<file path="config.mk">
export PLATFORM = sky130hd
export DESIGN_NAME = trace_bridge
export DESIGN_NICKNAME = d
export VERILOG_FILES = /design/src/trace_bridge.sv /design/src/trace_fifo.sv
export SDC_FILE = /design/constraint.sdc
export NUM_CORES = 1
export LEC_CHECK = 0
export ABC_AREA = 1
export BUFFER_PORTS_ARGS = -buffer_cell sky130_fd_sc_hd__buf_2
export CORE_MARGIN = 4
export CORE_UTILIZATION = 60
export CTS_CLUSTER_DIAMETER = 50
export DETAILED_ROUTE_END_ITERATION = 7
export PLACE_DENSITY = 0.88
export SLEW_MARGIN = 10
export SYNTH_ARGS = -nofsm -noshare
export SYNTH_HDL_FRONTEND = slang
export SYNTH_SLANG_ARGS = --single-unit
</file>
<file path="constraint.sdc">
create_clock -name mclk -period 13.1 [get_ports mclk]
set_input_delay 1.965 -clock mclk [delete_from_list [all_inputs] [get_ports mclk]]
set_output_delay 1.965 -clock mclk [all_outputs]
set_load 0.01 [all_outputs]
</file>
<file path="src/trace_bridge.sv">
// Trace stream bridge package and top module with low-power handshake
`timescale 1ns/100ps
`default_nettype none

package trace_bridge_pkg;
    localparam int ID_W = 7;
    localparam int DATA_W = 32;
    localparam int BYTES_W = 2;
    localparam int BUF_DEPTH = 8;
    localparam logic ACK_RESET = 1'b1;
    localparam logic CACTIVE_LEVEL = 1'b0;

    // One trace beat as it travels through the buffer
    typedef struct packed {
        logic [ID_W-1:0] id;
        logic [DATA_W-1:0] data;
        logic [BYTES_W-1:0] bytes;
    } beat_s;

    typedef enum logic [1:0] {LP_RUN, LP_FLUSH, LP_DRAIN, LP_SAFE} lp_state_e;
    typedef enum logic [1:0] {FL_IDLE, FL_FWD, FL_WAIT, FL_DONE} fl_state_e;
endpackage

module trace_bridge
    import trace_bridge_pkg::*;
#(
    parameter int DEPTH = BUF_DEPTH
) (
    input wire logic mclk,
    input wire logic srst,
    input wire logic slv_rst_n,
    input wire logic mst_rst_n,
    input wire logic clkens,
    input wire logic clkenm,
    // Slave side trace input
    input wire logic atvalid_s,
    output logic atready_s,
    input wire beat_s beat_in,
    output logic afvalid_s,
    input wire logic afready_s,
    // Master side trace output
    output logic atvalid_m,
    input wire logic atready_m,
    output beat_s beat_out,
    input wire logic afvalid_m,
    output logic afready_m,
    // Low-power interface
    input wire logic csysreq,
    output logic csysack,
    output logic cactive
);
    localparam int CNT_W = $clog2(DEPTH) + 1;

    logic rst;
    logic discard;
    logic push_valid;
    logic push_ready;
    logic pop_ready;
    logic [CNT_W-1:0] fill;
    logic buf_empty;
    lp_state_e lp_ff, nxt_lp;
    fl_state_e fl_ff, nxt_fl;
    logic ack_ff, nxt_ack;

    // Any reset clears the whole crossing, so neither side sees stale entries
    assign rst = srst | ~slv_rst_n | ~mst_rst_n;
    assign buf_empty = (fill == '0);
    assign cactive = CACTIVE_LEVEL;
    assign csysack = ack_ff;

    // Trace is swallowed from the request onward
    assign discard = (lp_ff != LP_RUN);
    assign push_valid = atvalid_s & clkens & ~discard;
    assign atready_s = discard ? 1'b1 : push_ready;
    assign pop_ready = atready_m & clkenm;

    // Eight entries cover the enable round trip with room to spare
    trace_fifo #(
        .WIDTH($bits(beat_s)),
        .DEPTH(DEPTH)
    ) u_buf (
        .mclk(mclk),
        .rst(rst),
        .in_valid(push_valid),
        .in_ready(push_ready),
        .in_data(beat_in),
        .out_valid(atvalid_m),
        .out_ready(pop_ready),
        .out_data(beat_out),
        .fill(fill)
    );

    // Slave-side flush request: forwarded master flush or low-power flush
    assign afvalid_s = (fl_ff == FL_FWD) | (lp_ff == LP_FLUSH);
    // Completion is withheld while anything sits in the buffer, even late arrivals
    assign afready_m = (fl_ff == FL_DONE) & clkenm & buf_empty;

    // Low-power sequence: flush upstream, drain, then hold safe
    always_comb begin
        nxt_lp = lp_ff;
        nxt_ack = ack_ff;
        case (lp_ff)
            LP_RUN: begin
                if (!csysreq) begin
                    nxt_lp = LP_FLUSH;
                end
            end
            LP_FLUSH: begin
                if (afready_s && clkens) begin
                    nxt_lp = LP_DRAIN;
                end
            end
            LP_DRAIN: begin
                // No master flush may be in flight when the sides part
                if (buf_empty && fl_ff == FL_IDLE) begin
                    nxt_lp = LP_SAFE;
                    nxt_ack = 1'b0;
                end
            end
            LP_SAFE: begin
                if (csysreq) begin
                    nxt_lp = LP_RUN;
                    nxt_ack = 1'b1;
                end
            end
            default: begin
                nxt_lp = LP_RUN;
                nxt_ack = ACK_RESET;
            end
        endcase
    end

    always_ff @(posedge mclk) begin
        if (rst) begin
            lp_ff <= LP_RUN;
            ack_ff <= ACK_RESET;
        end else begin
            lp_ff <= nxt_lp;
            ack_ff <= nxt_ack;
        end
    end

    // Master flush: forward upstream unless in low power, then wait empty
    always_comb begin
        nxt_fl = fl_ff;
        case (fl_ff)
            FL_IDLE: begin
                if (afvalid_m && clkenm) begin
                    nxt_fl = discard ? FL_WAIT : FL_FWD;
                end
            end
            FL_FWD: begin
                if (afready_s && clkens) begin
                    nxt_fl = FL_WAIT;
                end
            end
            FL_WAIT: begin
                if (buf_empty) begin
                    nxt_fl = FL_DONE;
                end
            end
            FL_DONE: begin
                // A beat pushed after the empty test sends us back to wait
                if (!buf_empty) begin
                    nxt_fl = FL_WAIT;
                end else if (clkenm) begin
                    nxt_fl = FL_IDLE;
                end
            end
            default: begin
                nxt_fl = FL_IDLE;
            end
        endcase
    end

    always_ff @(posedge mclk) begin
        if (rst) begin
            fl_ff <= FL_IDLE;
        end else begin
            fl_ff <= nxt_fl;
        end
    end

    // Checks on the ports, the fill count and the two state machines
    a_cactive_low: assert property (@(posedge mclk) disable iff (rst)
        cactive == 1'b0) else $error("cactive driven high");
    a_flush_empty: assert property (@(posedge mclk) disable iff (rst)
        afready_m |-> fill == '0) else $error("flush done with data held");
    a_ack_safe: assert property (@(posedge mclk) disable iff (rst)
        $fell(csysack) |-> fill == '0 && !afvalid_s) else $error("ack before safe");
    a_lp_flush: assert property (@(posedge mclk) disable iff (rst)
        (lp_ff == LP_RUN && !csysreq) |=> afvalid_s) else $error("no flush on request");
    a_lp_discard: assert property (@(posedge mclk) disable iff (rst)
        (lp_ff != LP_RUN && atvalid_s) |-> atready_s ##1 (fill <= $past(fill)))
        else $error("trace stored in low power");
    a_no_forward: assert property (@(posedge mclk) disable iff (rst)
        (fl_ff == FL_IDLE && afvalid_m && clkenm && discard) |=> fl_ff == FL_WAIT)
        else $error("flush forwarded in low power");
    a_slave_enable: assert property (@(posedge mclk) disable iff (rst)
        !clkens |=> fill <= $past(fill)) else $error("push without slave enable");
    a_master_enable: assert property (@(posedge mclk) disable iff (rst)
        !clkenm |=> fill >= $past(fill)) else $error("pop without master enable");
    a_resume_ack: assert property (@(posedge mclk) disable iff (rst)
        (lp_ff == LP_SAFE && csysreq) |=> csysack && !discard) else $error("no resume");
endmodule

`default_nettype wire

</file>
<file path="src/trace_fifo.sv">
// Parameterised valid/ready FIFO used as the bridge's crossing buffer
`timescale 1ns/100ps
`default_nettype none

module trace_fifo #(
    parameter int WIDTH = 41,
    parameter int DEPTH = 8
) (
    input wire logic mclk,
    input wire logic rst,
    input wire logic in_valid,
    output logic in_ready,
    input wire logic [WIDTH-1:0] in_data,
    output logic out_valid,
    input wire logic out_ready,
    output logic [WIDTH-1:0] out_data,
    output logic [$clog2(DEPTH):0] fill
);
    localparam int AW = $clog2(DEPTH);

    logic [WIDTH-1:0] mem_ff [DEPTH];
    logic [AW-1:0] wr_ff, nxt_wr;
    logic [AW-1:0] rd_ff, nxt_rd;
    logic [AW:0] cnt_ff, nxt_cnt;
    logic push;
    logic pop;

    // Full and empty come straight from the count, so back-pressure is exact
    assign in_ready = (cnt_ff != (AW+1)'(DEPTH));
    assign out_valid = (cnt_ff != '0);
    assign out_data = mem_ff[rd_ff];
    assign fill = cnt_ff;
    assign push = in_valid & in_ready;
    assign pop = out_valid & out_ready;

    // Pointer and count update; wrap handles non power-of-two depths
    always_comb begin
        nxt_wr = wr_ff;
        nxt_rd = rd_ff;
        nxt_cnt = cnt_ff;
        if (push) begin
            nxt_wr = (wr_ff == AW'(DEPTH - 1)) ? '0 : wr_ff + 1'b1;
        end
        if (pop) begin
            nxt_rd = (rd_ff == AW'(DEPTH - 1)) ? '0 : rd_ff + 1'b1;
        end
        if (push && !pop) begin
            nxt_cnt = cnt_ff + 1'b1;
        end else if (pop && !push) begin
            nxt_cnt = cnt_ff - 1'b1;
        end
    end

    always_ff @(posedge mclk) begin
        if (rst) begin
            wr_ff <= '0;
            rd_ff <= '0;
            cnt_ff <= '0;
        end else begin
            wr_ff <= nxt_wr;
            rd_ff <= nxt_rd;
            cnt_ff <= nxt_cnt;
        end
    end

    // Storage needs no reset; entries are only read once written
    always_ff @(posedge mclk) begin
        if (push) begin
            mem_ff[wr_ff] <= in_data;
        end
    end
endmodule

`default_nettype wire

</file>
==> results of run 1 <==
critical path: stages, from the launching register on:
cell	delay (ns)
dfxtp_4	0.36
buf_4	0.75
buf_4	0.68
nor2_1	0.11
nor2_1	0.13
o21ai_1	0.10
o21ai_1	0.13
nand2_1	0.07
nand2_1	0.14
buf_2	0.15
final timing paths:
check | startpoint | endpoint | cells after the start
setup / recovery | flop | beat_out[40] | 9
hold / removal | csysack | csysack | 2
hold reg to reg | csysack | csysack | 2
setup reg to reg | lp_ff[1] | u_buf.fill[3] | 16
state kept, by name (all words and copies together) (netlist names), named ones only:
signal,cells
u_buf.rd_ff,3
fl_ff,2
u_buf.fill,4
lp_ff,2
u_buf.mem_ff,328
u_buf.wr_ff,3
csysack,1
through the flow:
stage                     setup slack [ns]  cell area (sq um)  std cells
after global routing                  7.77              15700       1595
after floorplan                       7.45              14000       1178
after detailed placement              8.56              14600       1536
after global placement                8.65              14600       1536
final                                 8.00              15700       1595
after CTS                             7.99              15700       1595
kinds of logic after synthesis:
kind of cell | after synthesis | share of synthesized area, %
xor gates and xnor gates | 3 | 0.188
adders and majority gates | 12 | 1.13
and+or+nand+nor | 452 | 12.4
other | 1 | 0.0269
buffers and inverters | 95 | 3.43
AOI/OAI and AO/OA | 269 | 9.64
DFF | 346 | 73.1
layout by cell type, fill, tap and decap left out:
cell and count:
bufinv_16 2, inv_4 1, o21ai_0 129, clkinv_2 5
nor2_2 1, clkbuf_16 37, nand4_1 1, inv_8 1
inv_1 28, nand2_1 167, xnor2_1 1, nand3b_1 1
o21ai_1 125, nand3_2 1, inv_6 1, buf_4 14
conb_1 1, xor2_1 2, nand3_1 12, edfxtp_1 328
clkinv_1 2, dfxtp_2 1, ha_1 11, nor3_2 8
fa_1 1, buf_2 97, nor2_1 261, clkbuf_1 10
clkinv_4 1, dfxtp_1 15, a21oi_1 15, dfxtp_4 2
area by class of cell:
type	count	area (sq um)
Clock buffer	47	963
Clock inverter	12	121
Fill cell	1475	7070
Inverter	29	111
Multi-Input combinational cell	737	3310
Sequential cell	346	10200
Tap cell	313	392
Timing Repair Buffer	111	591
routing by layer:
metal | wire (um) | global-route usage [%]
met1 | 11200 | 28.0
met2 | 14900 | 38.0
met3 | 2370 | 4.62
met4 | 794 | 8.41
met5 | 21 | 0
power breakdown:
part	switching [W]	internal, W
clock network	0.000388	0.000557
logic	0.0000490	0.0000236
registers	0.00000337	0.00122
==> impl_results.md, run 1 <==
- Gr usage total: 22.2%
- IO buf count: 97
- Post-CTS Hold Buffers: 0
- Leakage: 5.66 nW
- CP Max Fanout: 99
- Clock latency on the worst-skew pair: 0.51 ns
- Vias per Instance: 5.69
- Crit Path Category: reg2out
- FMAX: 0.196 GHz
- Vias in the first global route: 8916
- Seq/Total Area, Yosys: 73.1%
- Finished Core Util: 69.0%
- Drt wl/cell: 18.4 um
- YS warnings: 0
- Hold WC Path Type: reg2reg
- Syn_area_per_cell: 11.9 sq um
- Global route total overflow: 0
- Top cell type's share of synthesized area: 70.6%
- Starting density of the core: 61.3%
- ANT cells: 0
- Share of layout cells above drive strength 1: 13.4%
- Synth area leader: edfxtp_1
- #FFs+latches synth: 346
- Clk sink count: 346
- Total Power: 0.00224 W
- Num ports: 99
- H-Tree Depth: 2
- Layout area overhead: 12.5%
- Slew Limit Fails: 0
- TritonCTS buffer count: 35
- Data arrival, critical path: 3.14 ns
- Worst slew pin tran: 1.17 ns
- First-pass GRT wire length: 45300 um
- NumNets Final: 1324
- Top-count cell post-synth: edfxtp_1
- Post-synth cell types: 27
- Largest net degree at the start of global routing: 115
- Top post-synthesis cells by count: edfxtp_1, nor2_1, nand2_1
- Clk buf depth: 3
- CTS resizes: 0
- Total Neg Setup Slack: 0 ns
- Worst R2R Setup Slack: 10.42 ns
- Status: completed
- Routed vias: 9081
- Antenna violations before repair: 2
- Post-synth EDFFs: 328
- Mapped Nets: 1242
- Top cells by area, synth: edfxtp_1, nor2_1, o21ai_0
- Primary FF master, synth: edfxtp_1
- Pwr dens: 143 nW/um^2
- Total setup buffers inserted after CTS: 0
- Slew Limit Headroom: 21.8%
- Min cycle time layout: 5.10 ns
- Total Routed Length: 29300 um
- Post-route DRC violation count: 0
- Worst-path clk slew: 0.06 ns
- Initial DRT Pass Iterations: 5
- Hpwl dp: 14500 um
- Max_cap viols: 0
- Site Rows: 55
- Worst vdd ir: 0.0000853 V
- Worst Setup Start Kind: flop
- CTS tree: done
- Die ar.: 25800 sq um
- Root Buffer: clkbuf_16
- Min Hold Slack: 0.460 ns
- Period utilization: 39.0%
- Mapped Cells: 1178
- Post-Syn Area: 14000 sq um
- Post-route ant nets: 0
- Post-synth ARST share: 0%
- CORE AREA: 22800 sq um
- Initial DRC Count: 966
- Skew final: 0.0146 ns
- Setup violators final: 0
- Crit end category: primary output
- Final hold viol count: 0
- RSZ-0062 raised after global routing: false
- Die width: 161 um
- Routability congestion estimate: 0.804
- Worst Path Required: 11.14 ns
- Die Ht: 161 um
No activity file was read; power rests on OpenSTA's default activity.
==> run 2: changes to the inputs <==
--- a/config.mk
+++ b/config.mk
@@ -8,10 +8,10 @@
 export ABC_AREA = 1
 export BUFFER_PORTS_ARGS = -buffer_cell sky130_fd_sc_hd__buf_2
 export CORE_MARGIN = 4
-export CORE_UTILIZATION = 60
+export CORE_UTILIZATION = 54
 export CTS_CLUSTER_DIAMETER = 50
 export DETAILED_ROUTE_END_ITERATION = 7
-export PLACE_DENSITY = 0.88
+export PLACE_DENSITY = 0.84
 export SLEW_MARGIN = 10
 export SYNTH_ARGS = -nofsm -noshare
 export SYNTH_HDL_FRONTEND = slang
==> constraint.sdc (replaced) <==
create_clock -name mclk -period 4.3 [get_ports mclk]
set_input_delay 0.645 -clock mclk [delete_from_list [all_inputs] [get_ports mclk]]
set_output_delay 0.645 -clock mclk [all_outputs]
set_load 0.01 [all_outputs]
==> run 2 against run 1 <==
Against the previous run: combinational power rose to 3.1 times the previous value; non-clock buffer count increased by 6; worst setup slack worse by 7.4 ns; power rose to 3.1 times the previous value.
==> impl_results.md, run 2 (synthesized netlist as in run 1, its figures left out) <==
- Status: completed (unchanged)
- Final worst setup slack: 0.576 ns (was 8.00 ns)
- Worst vdd ir: 0.000264 V (was 0.0000853 V)
- Setup violators final: 0 (unchanged)
- Dpl cell area: 14700 sq um (was 14600 sq um)
- CTS resizes: 0 (unchanged)
- Most flops, register: u_buf.mem_ff (unchanged)
- Die Ht: 169 um (was 161 um)
- Worst-path clk slew: 0.06 ns (about the same)
- TritonCTS buffer count: 36 (was 35)
- NumNets Final: 1331 (was 1324)
- CORE AREA: 25300 sq um (was 22800 sq um)
- Post-route ant nets: 0 (unchanged)
- Total Routed Length: 30300 um (was 29300 um)
- Post-Place Cells: 1559 (was 1536)
- Slew Limit Headroom: 33.2% (was 21.8%)
- Most frequent cells in the layout: edfxtp_1, nor2_1, nand2_1 (unchanged)
- Pwr dens: 436 nW/um^2 (was 143 nW/um^2)
- Worst Setup Start Kind: flop (unchanged)
- Initial DRC Count: 1021 (was 966)
- First-pass GRT wire length: 47900 um (was 45300 um)
- Starting density of the core: 55.1% (was 61.3%)
- IO buf count: 97 (unchanged)
- Min cycle time layout: 3.72 ns
- Post-Layout Inst Area: 15800 sq um (was 15700 sq um)
- Skew final: 0.0135 ns (was 0.0146 ns)
- CP max stage cell: dfxtp_4 (was buf_4)
- CP Max Fanout: 84 (was 99)
- Largest register FFs: 328 (unchanged)
- Site Rows: 58 (was 55)
- Leakage: 5.73 nW (was 5.66 nW)
- CTS tree: done (unchanged)
- Clk buf depth: 3 (unchanged)
- Crit end category: primary output (unchanged)
- Post-route DRC violation count: 0 (unchanged)
- Root Buffer: clkbuf_16 (unchanged)
- Die width: 169 um (was 161 um)
- Num ports: 99 (unchanged)
- Worst R2R Setup Slack: 1.59 ns (was 10.42 ns)
- Vias per Instance: 5.68 (was 5.69)
- R2R depth: 16 (unchanged)
- RSZ-0062 raised after global routing: false (unchanged)
- Final hold viol count: 0 (unchanged)
- Largest net degree at the start of global routing: 99 (was 115)
- Hold path depth: 1 (was 2)
- Drt wl/cell: 18.7 um (was 18.4 um)
- Worst slew pin tran: 1.00 ns (was 1.17 ns)
- FMAX: 0.269 GHz
- Post-CTS Hold Buffers: 0 (unchanged)
- DP Worst Slack: 1.11 ns (was 8.56 ns)
- Worst Path Required: 3.65 ns (was 11.14 ns)
- Routability congestion estimate: 0.793 (was 0.804)
- Gr usage total: 21.1% (was 22.2%)
- Worst-path cell chain: buf_4 -> nor2_1 -> nor2_1 -> o21ai_0 -> o21ai_1 -> nand2_1 -> nand2_1 -> buf_2 (was buf_4 -> buf_4 -> nor2_1 -> nor2_1 -> o21ai_1 -> o21ai_1 -> nand2_1 -> nand2_1 -> buf_2)
- Max_cap viols: 0 (unchanged)
- Largest registers: u_buf.mem_ff (328), u_buf.fill (4) (unchanged)
- Max incr delay on CP: 0.88 ns (was 0.75 ns)
- H-Tree Depth: 2 (unchanged)
- Commonest non-fill, non-tap cell in the layout: edfxtp_1 (unchanged)
- Share of layout cells above drive strength 1: 14.2% (was 13.4%)
- Slew Limit Fails: 0 (unchanged)
- ANT cells: 0 (unchanged)
- Layout area overhead: 13.4% (was 12.5%)
- Total setup buffers inserted after CTS: 0 (unchanged)
- Clock latency on the worst-skew pair: 0.52 ns (was 0.51 ns)
- Routed vias: 9214 (was 9081)
- Vias in the first global route: 9126 (was 8916)
- Hpwl dp: 16300 um (was 14500 um)
- Die ar.: 28500 sq um (was 25800 sq um)
- Clk sink count: 346 (unchanged)
- Crit Path Category: reg2out (unchanged)
- Antenna violations before repair: 3 (was 2)
- Global route total overflow: 0 (unchanged)
- Data arrival, critical path: 3.08 ns (was 3.14 ns)
- Initial DRT Pass Iterations: 5 (unchanged)
- Post-Layout Cell Count: 1621 (was 1595)
- Min Hold Slack: 0.387 ns (was 0.460 ns)
- Period utilization: 86.6%
- Total Power: 0.00690 W (was 0.00224 W)
- Hold WC Path Type: in2reg (was reg2reg)
## run 2: cell types whose count changed in the layout (fill, tap and decap cells not counted), moves of 2 or more
cell      previous run  this run
buf_4               14        19
clkbuf_1            10         2
clkbuf_8             0         2
clkinv_1             2         9
## run 2: cell type report
| type | count | area, sq um |
|---|---|---|
| sequential | 346 | 10200 |
| fill | 1762 | 9490 |
| multi-input combinational | 737 | 3310 |
| clock buffer | 41 | 961 |
| timing repair buffer | 117 | 648 |
| tap | 330 | 413 |
| clock inverter | 21 | 170 |
| inverter | 29 | 111 |
## run 2: worst max-delay path, delay by kind of cell, from the launching register on
kind	cells	cell delay, ns
and+or+nand+nor	4	0.48
buffers and inverters	2	0.93
AOI/OAI and AO/OA	2	0.25
DFF	1	0.88
## run 2: path summary, 6_finish.rpt
| check | from | to |
|---|---|---|
| setup / recovery | flop | beat_out[33] |
| hold / removal | beat_in[18] | u_buf.mem_ff[1][18] |
| setup reg to reg | lp_ff[0] | u_buf.fill[3] |
| hold reg to reg | csysack | csysack |
## run 2: stage by stage
stage | utilization [%] | setup TNS (ns)
after floorplan | - | -8.46
after global placement | 58.0 | 0
after detailed placement | 58.0 | 0
after CTS | 62.5 | 0
after global routing | 62.5 | 0
final | 62.5 | 0
## run 2: per-layer routing
layer  track usage, %  part of all wire [%]
met2             34.6                    49
met3             4.86                   9.3
met4             6.67                   2.1
met5                0                  0.14
met1             28.3                    39
## run 2: power by group
part | total, W | internal (W) | switching [W]
sequential | 0.00372 | 0.00371 | 0.0000108
combinational | 0.000225 | 0.0000730 | 0.000152
clock | 0.00295 | 0.00173 | 0.00122
==> run 3: changes to the inputs <==
--- a/config.mk
+++ b/config.mk
@@ -8,10 +8,10 @@
 export ABC_AREA = 1
 export BUFFER_PORTS_ARGS = -buffer_cell sky130_fd_sc_hd__buf_2
 export CORE_MARGIN = 4
-export CORE_UTILIZATION = 54
+export CORE_UTILIZATION = 60
 export CTS_CLUSTER_DIAMETER = 50
 export DETAILED_ROUTE_END_ITERATION = 7
-export PLACE_DENSITY = 0.84
+export PLACE_DENSITY = 0.88
 export SLEW_MARGIN = 10
 export SYNTH_ARGS = -nofsm -noshare
 export SYNTH_HDL_FRONTEND = slang
==> constraint.sdc (replaced) <==
create_clock -name mclk -period 3.8 [get_ports mclk]
set_input_delay 0.57 -clock mclk [delete_from_list [all_inputs] [get_ports mclk]]
set_output_delay 0.57 -clock mclk [all_outputs]
set_load 0.01 [all_outputs]
==> run 3 against run 2 <==
Against the previous run: global-route usage is 2.2 points higher; clock power is 5% higher; clock-buffer cell count is 5 higher; final cell count is 1.3% lower; via count is 0.97% higher; non-clock buffer count is 4 lower; critical endpoint is now beat_out[38]; sequential share of layout area is 0.52 points higher; worst hold slack worse by 0.065 ns; core utilization is 6.4 points higher; register-to-register slack worse by 0.49 ns.
==> impl_results.md, run 3 (synthesized netlist as in run 1, its figures left out) <==
- Status: completed (unchanged)
- Multi-input combinational cell area: 3310 sq um (unchanged)
- Setup violators final: 0 (unchanged)
- Worst-path clk slew: 0.06 ns (about the same)
- Min cycle time layout: 3.23 ns
- Die ar.: 25800 sq um (was 28500 sq um)
- CTS resizes: 0 (unchanged)
- Worst-path cell chain: buf_4 -> o21ai_0 -> o21ai_0 -> nand2_1 -> nand2_1 -> buf_2 (was buf_4 -> nor2_1 -> nor2_1 -> o21ai_0 -> o21ai_1 -> nand2_1 -> nand2_1 -> buf_2)
- Routability congestion estimate: 0.833 (was 0.793)
- Slew Limit Headroom: 40.4% (was 33.2%)
- H-Tree Depth: 2 (unchanged)
- Clock latency on the worst-skew pair: 0.52 ns (about the same)
- Worst Path Required: 3.23 ns (was 3.65 ns)
- Net Sw Power: 0.00153 W (was 0.00139 W)
- Pwr dens: 482 nW/um^2 (was 436 nW/um^2)
- Starting density of the core: 61.3% (was 55.1%)
- Worst slew pin tran: 0.895 ns (was 1.00 ns)
- Worst R2R Setup Slack: 1.10 ns (was 1.59 ns)
- Vias in the first global route: 9199 (was 9126)
- Post-Layout Inst Area: 15700 sq um (was 15800 sq um)
- Initial DRT Pass Iterations: 5 (unchanged)
- Share of layout cells above drive strength 1: 13.5% (was 14.2%)
- Post-route DRC violation count: 0 (unchanged)
- IO buf count: 97 (unchanged)
- Int Pwr: 0.00604 W (was 0.00552 W)
- NumNets Final: 1325 (was 1331)
- Routed vias: 9303 (was 9214)
- Leakage: 5.65 nW (was 5.73 nW)
- Die width: 161 um (was 169 um)
- TritonCTS buffer count: 34 (was 36)
- RSZ-0062 raised after global routing: false (unchanged)
- Root Buffer: clkbuf_16 (unchanged)
- CTS tree: done (unchanged)
- Largest register FFs: 328 (unchanged)
- Crit Path Category: reg2out (unchanged)
- Hold WC Path Type: in2reg (unchanged)
- Site Rows: 55 (was 58)
- Clock power share: 41.0% (was 42.8%)
- Clk buf depth: 3 (unchanged)
- Layout area overhead: 12.5% (was 13.4%)
- Largest registers: u_buf.mem_ff (328), u_buf.fill (4) (unchanged)
- Hpwl dp: 15300 um (was 16300 um)
- CP max stage cell: dfxtp_4 (unchanged)
- Slew Limit Fails: 0 (unchanged)
- Most frequent cells in the layout: edfxtp_1, nor2_1, nand2_1 (unchanged)
- Clk sink count: 346 (unchanged)
- Sequential cell area: 10200 sq um (unchanged)
- Sequential share of power: 55.7% (was 54.0%)
- Max_cap viols: 0 (unchanged)
- Setup crit end: beat_out[38] (was beat_out[33])
- Most flops, register: u_buf.mem_ff (unchanged)
- Post-CTS Hold Buffers: 0 (unchanged)
- Gr usage total: 23.2% (was 21.1%)
- Max incr delay on CP: 0.84 ns (was 0.88 ns)
- Logic gate share of total power: 3.4% (was 3.3%)
- Post-route ant nets: 0 (unchanged)
- R2R depth: 16 (unchanged)
- FMAX: 0.310 GHz
- Worst Setup Start Kind: flop (unchanged)
- Largest net degree at the start of global routing: 165 (was 99)
- Final hold viol count: 0 (unchanged)
- Vias per Instance: 5.81 (was 5.68)
- Hold path depth: 1 (unchanged)
- RR Endpoint: u_buf.fill[3] (unchanged)
- First-pass GRT wire length: 47700 um (was 47900 um)
- Switching Fraction: 20.3% (was 20.1%)
- Crit end category: primary output (unchanged)
- Antenna violations before repair: 2 (was 3)
- Period utilization: 85.0%
- Reg2reg start: lp_ff[1] (was lp_ff[0])
- Global route total overflow: 0 (unchanged)
- Drt wl/cell: 19.1 um (was 18.7 um)
- Finished Core Util: 68.9% (was 62.5%)
- Skew final: 0.0208 ns (was 0.0135 ns)
- Commonest non-fill, non-tap cell in the layout: edfxtp_1 (unchanged)
- Total setup buffers inserted after CTS: 0 (unchanged)
- Fill cell total of the finished layout: 1445 (was 1762)
- Die Ht: 161 um (was 169 um)
- Num ports: 99 (unchanged)
- Initial DRC Count: 1149 (was 1021)
- CP Max Fanout: 72 (was 84)
- CORE AREA: 22800 sq um (was 25300 sq um)
- Dpl cell area: 14700 sq um (about the same)
- Worst vdd ir: 0.000273 V (was 0.000264 V)
- Data arrival, critical path: 2.66 ns (was 3.08 ns)
- Total Routed Length: 30500 um (was 30300 um)
## run 3: changes by cell type in the layout (fill, tap and decap cells not counted), moves of 2 or more
| cell | delta |
|---|---|
| buf_4 | -6 |
| clkinv_1 | -6 |
| diode_2 | +5 |
| inv_8 | -2 |
| bufinv_16 | -2 |
| clkbuf_1 | +6 |
| clkbuf_16 | -2 |
| buf_12 | +2 |
## run 3: worst min path at each step
stage / startpoint / end / slack, ns
CTS: beat_in[37] / u_buf.mem_ff[5][37] / 0.31
global placement: csysack / csysack / 0.44
detailed placement: csysack / csysack / 0.45
floorplan: u_buf.rd_ff[1] / flop / 0.44
finish: beat_in[33] / u_buf.mem_ff[4][33] / 0.32
global route: beat_in[33] / u_buf.mem_ff[4][33] / 0.32
## run 3: power groups by stage
stage | Clock (W) | Sequential (W) | Combinational (W)
finish | 0.00310 | 0.00421 | 0.000255
global route | 0.00329 | 0.00421 | 0.000286
CTS | 0.00312 | 0.00421 | 0.000255
detailed placement | 0 | 0.00429 | 0.000251
global placement | 0 | 0.00429 | 0.000237
floorplan | 0 | 0.00429 | 0.000126
## run 3: final cells by class
type / count / share of cell area, %
flip-flops and latches: 346 / 65.1
clock buffers: 46 / 6.03
clock inverters: 11 / 0.446
inverters: 29 / 0.709
diodes: 5 / 0.0797
well taps: 313 / 2.49
multi-input cells: 737 / 21.1
repair buffers: 113 / 4.09
## run 3: routing by layer
layer / share of wire, % / global-route usage [%] / wire (um)
met3: 9.5 / 5.21 / 2900
met4: 2.4 / 7.67 / 726
met2: 50 / 39.5 / 15100
met1: 38 / 30.0 / 11700
met5: 0.043 / 0 / 13
## run 3: metrics by stage
step                      total power, W  worst slack (ns)  hold slack, ns  cells  TNS, ns
after floorplan                  0.00442            -0.515           0.438   1178  -168.90
after global placement           0.00453              1.31           0.440   1538        0
after detailed placement         0.00454              1.10           0.449   1538        0
after CTS                        0.00759             0.601           0.307   1595        0
after global routing             0.00779             0.411           0.319   1596        0
final                            0.00757             0.569           0.322   1600        0
## run 3: worst max-delay path: cells and delay by family (launching register included)
kind / cells / cell delay, ns
flops: 1 / 0.84
buf+inv: 2 / 0.60
compound gates: 2 / 0.51
simple gates: 2 / 0.19
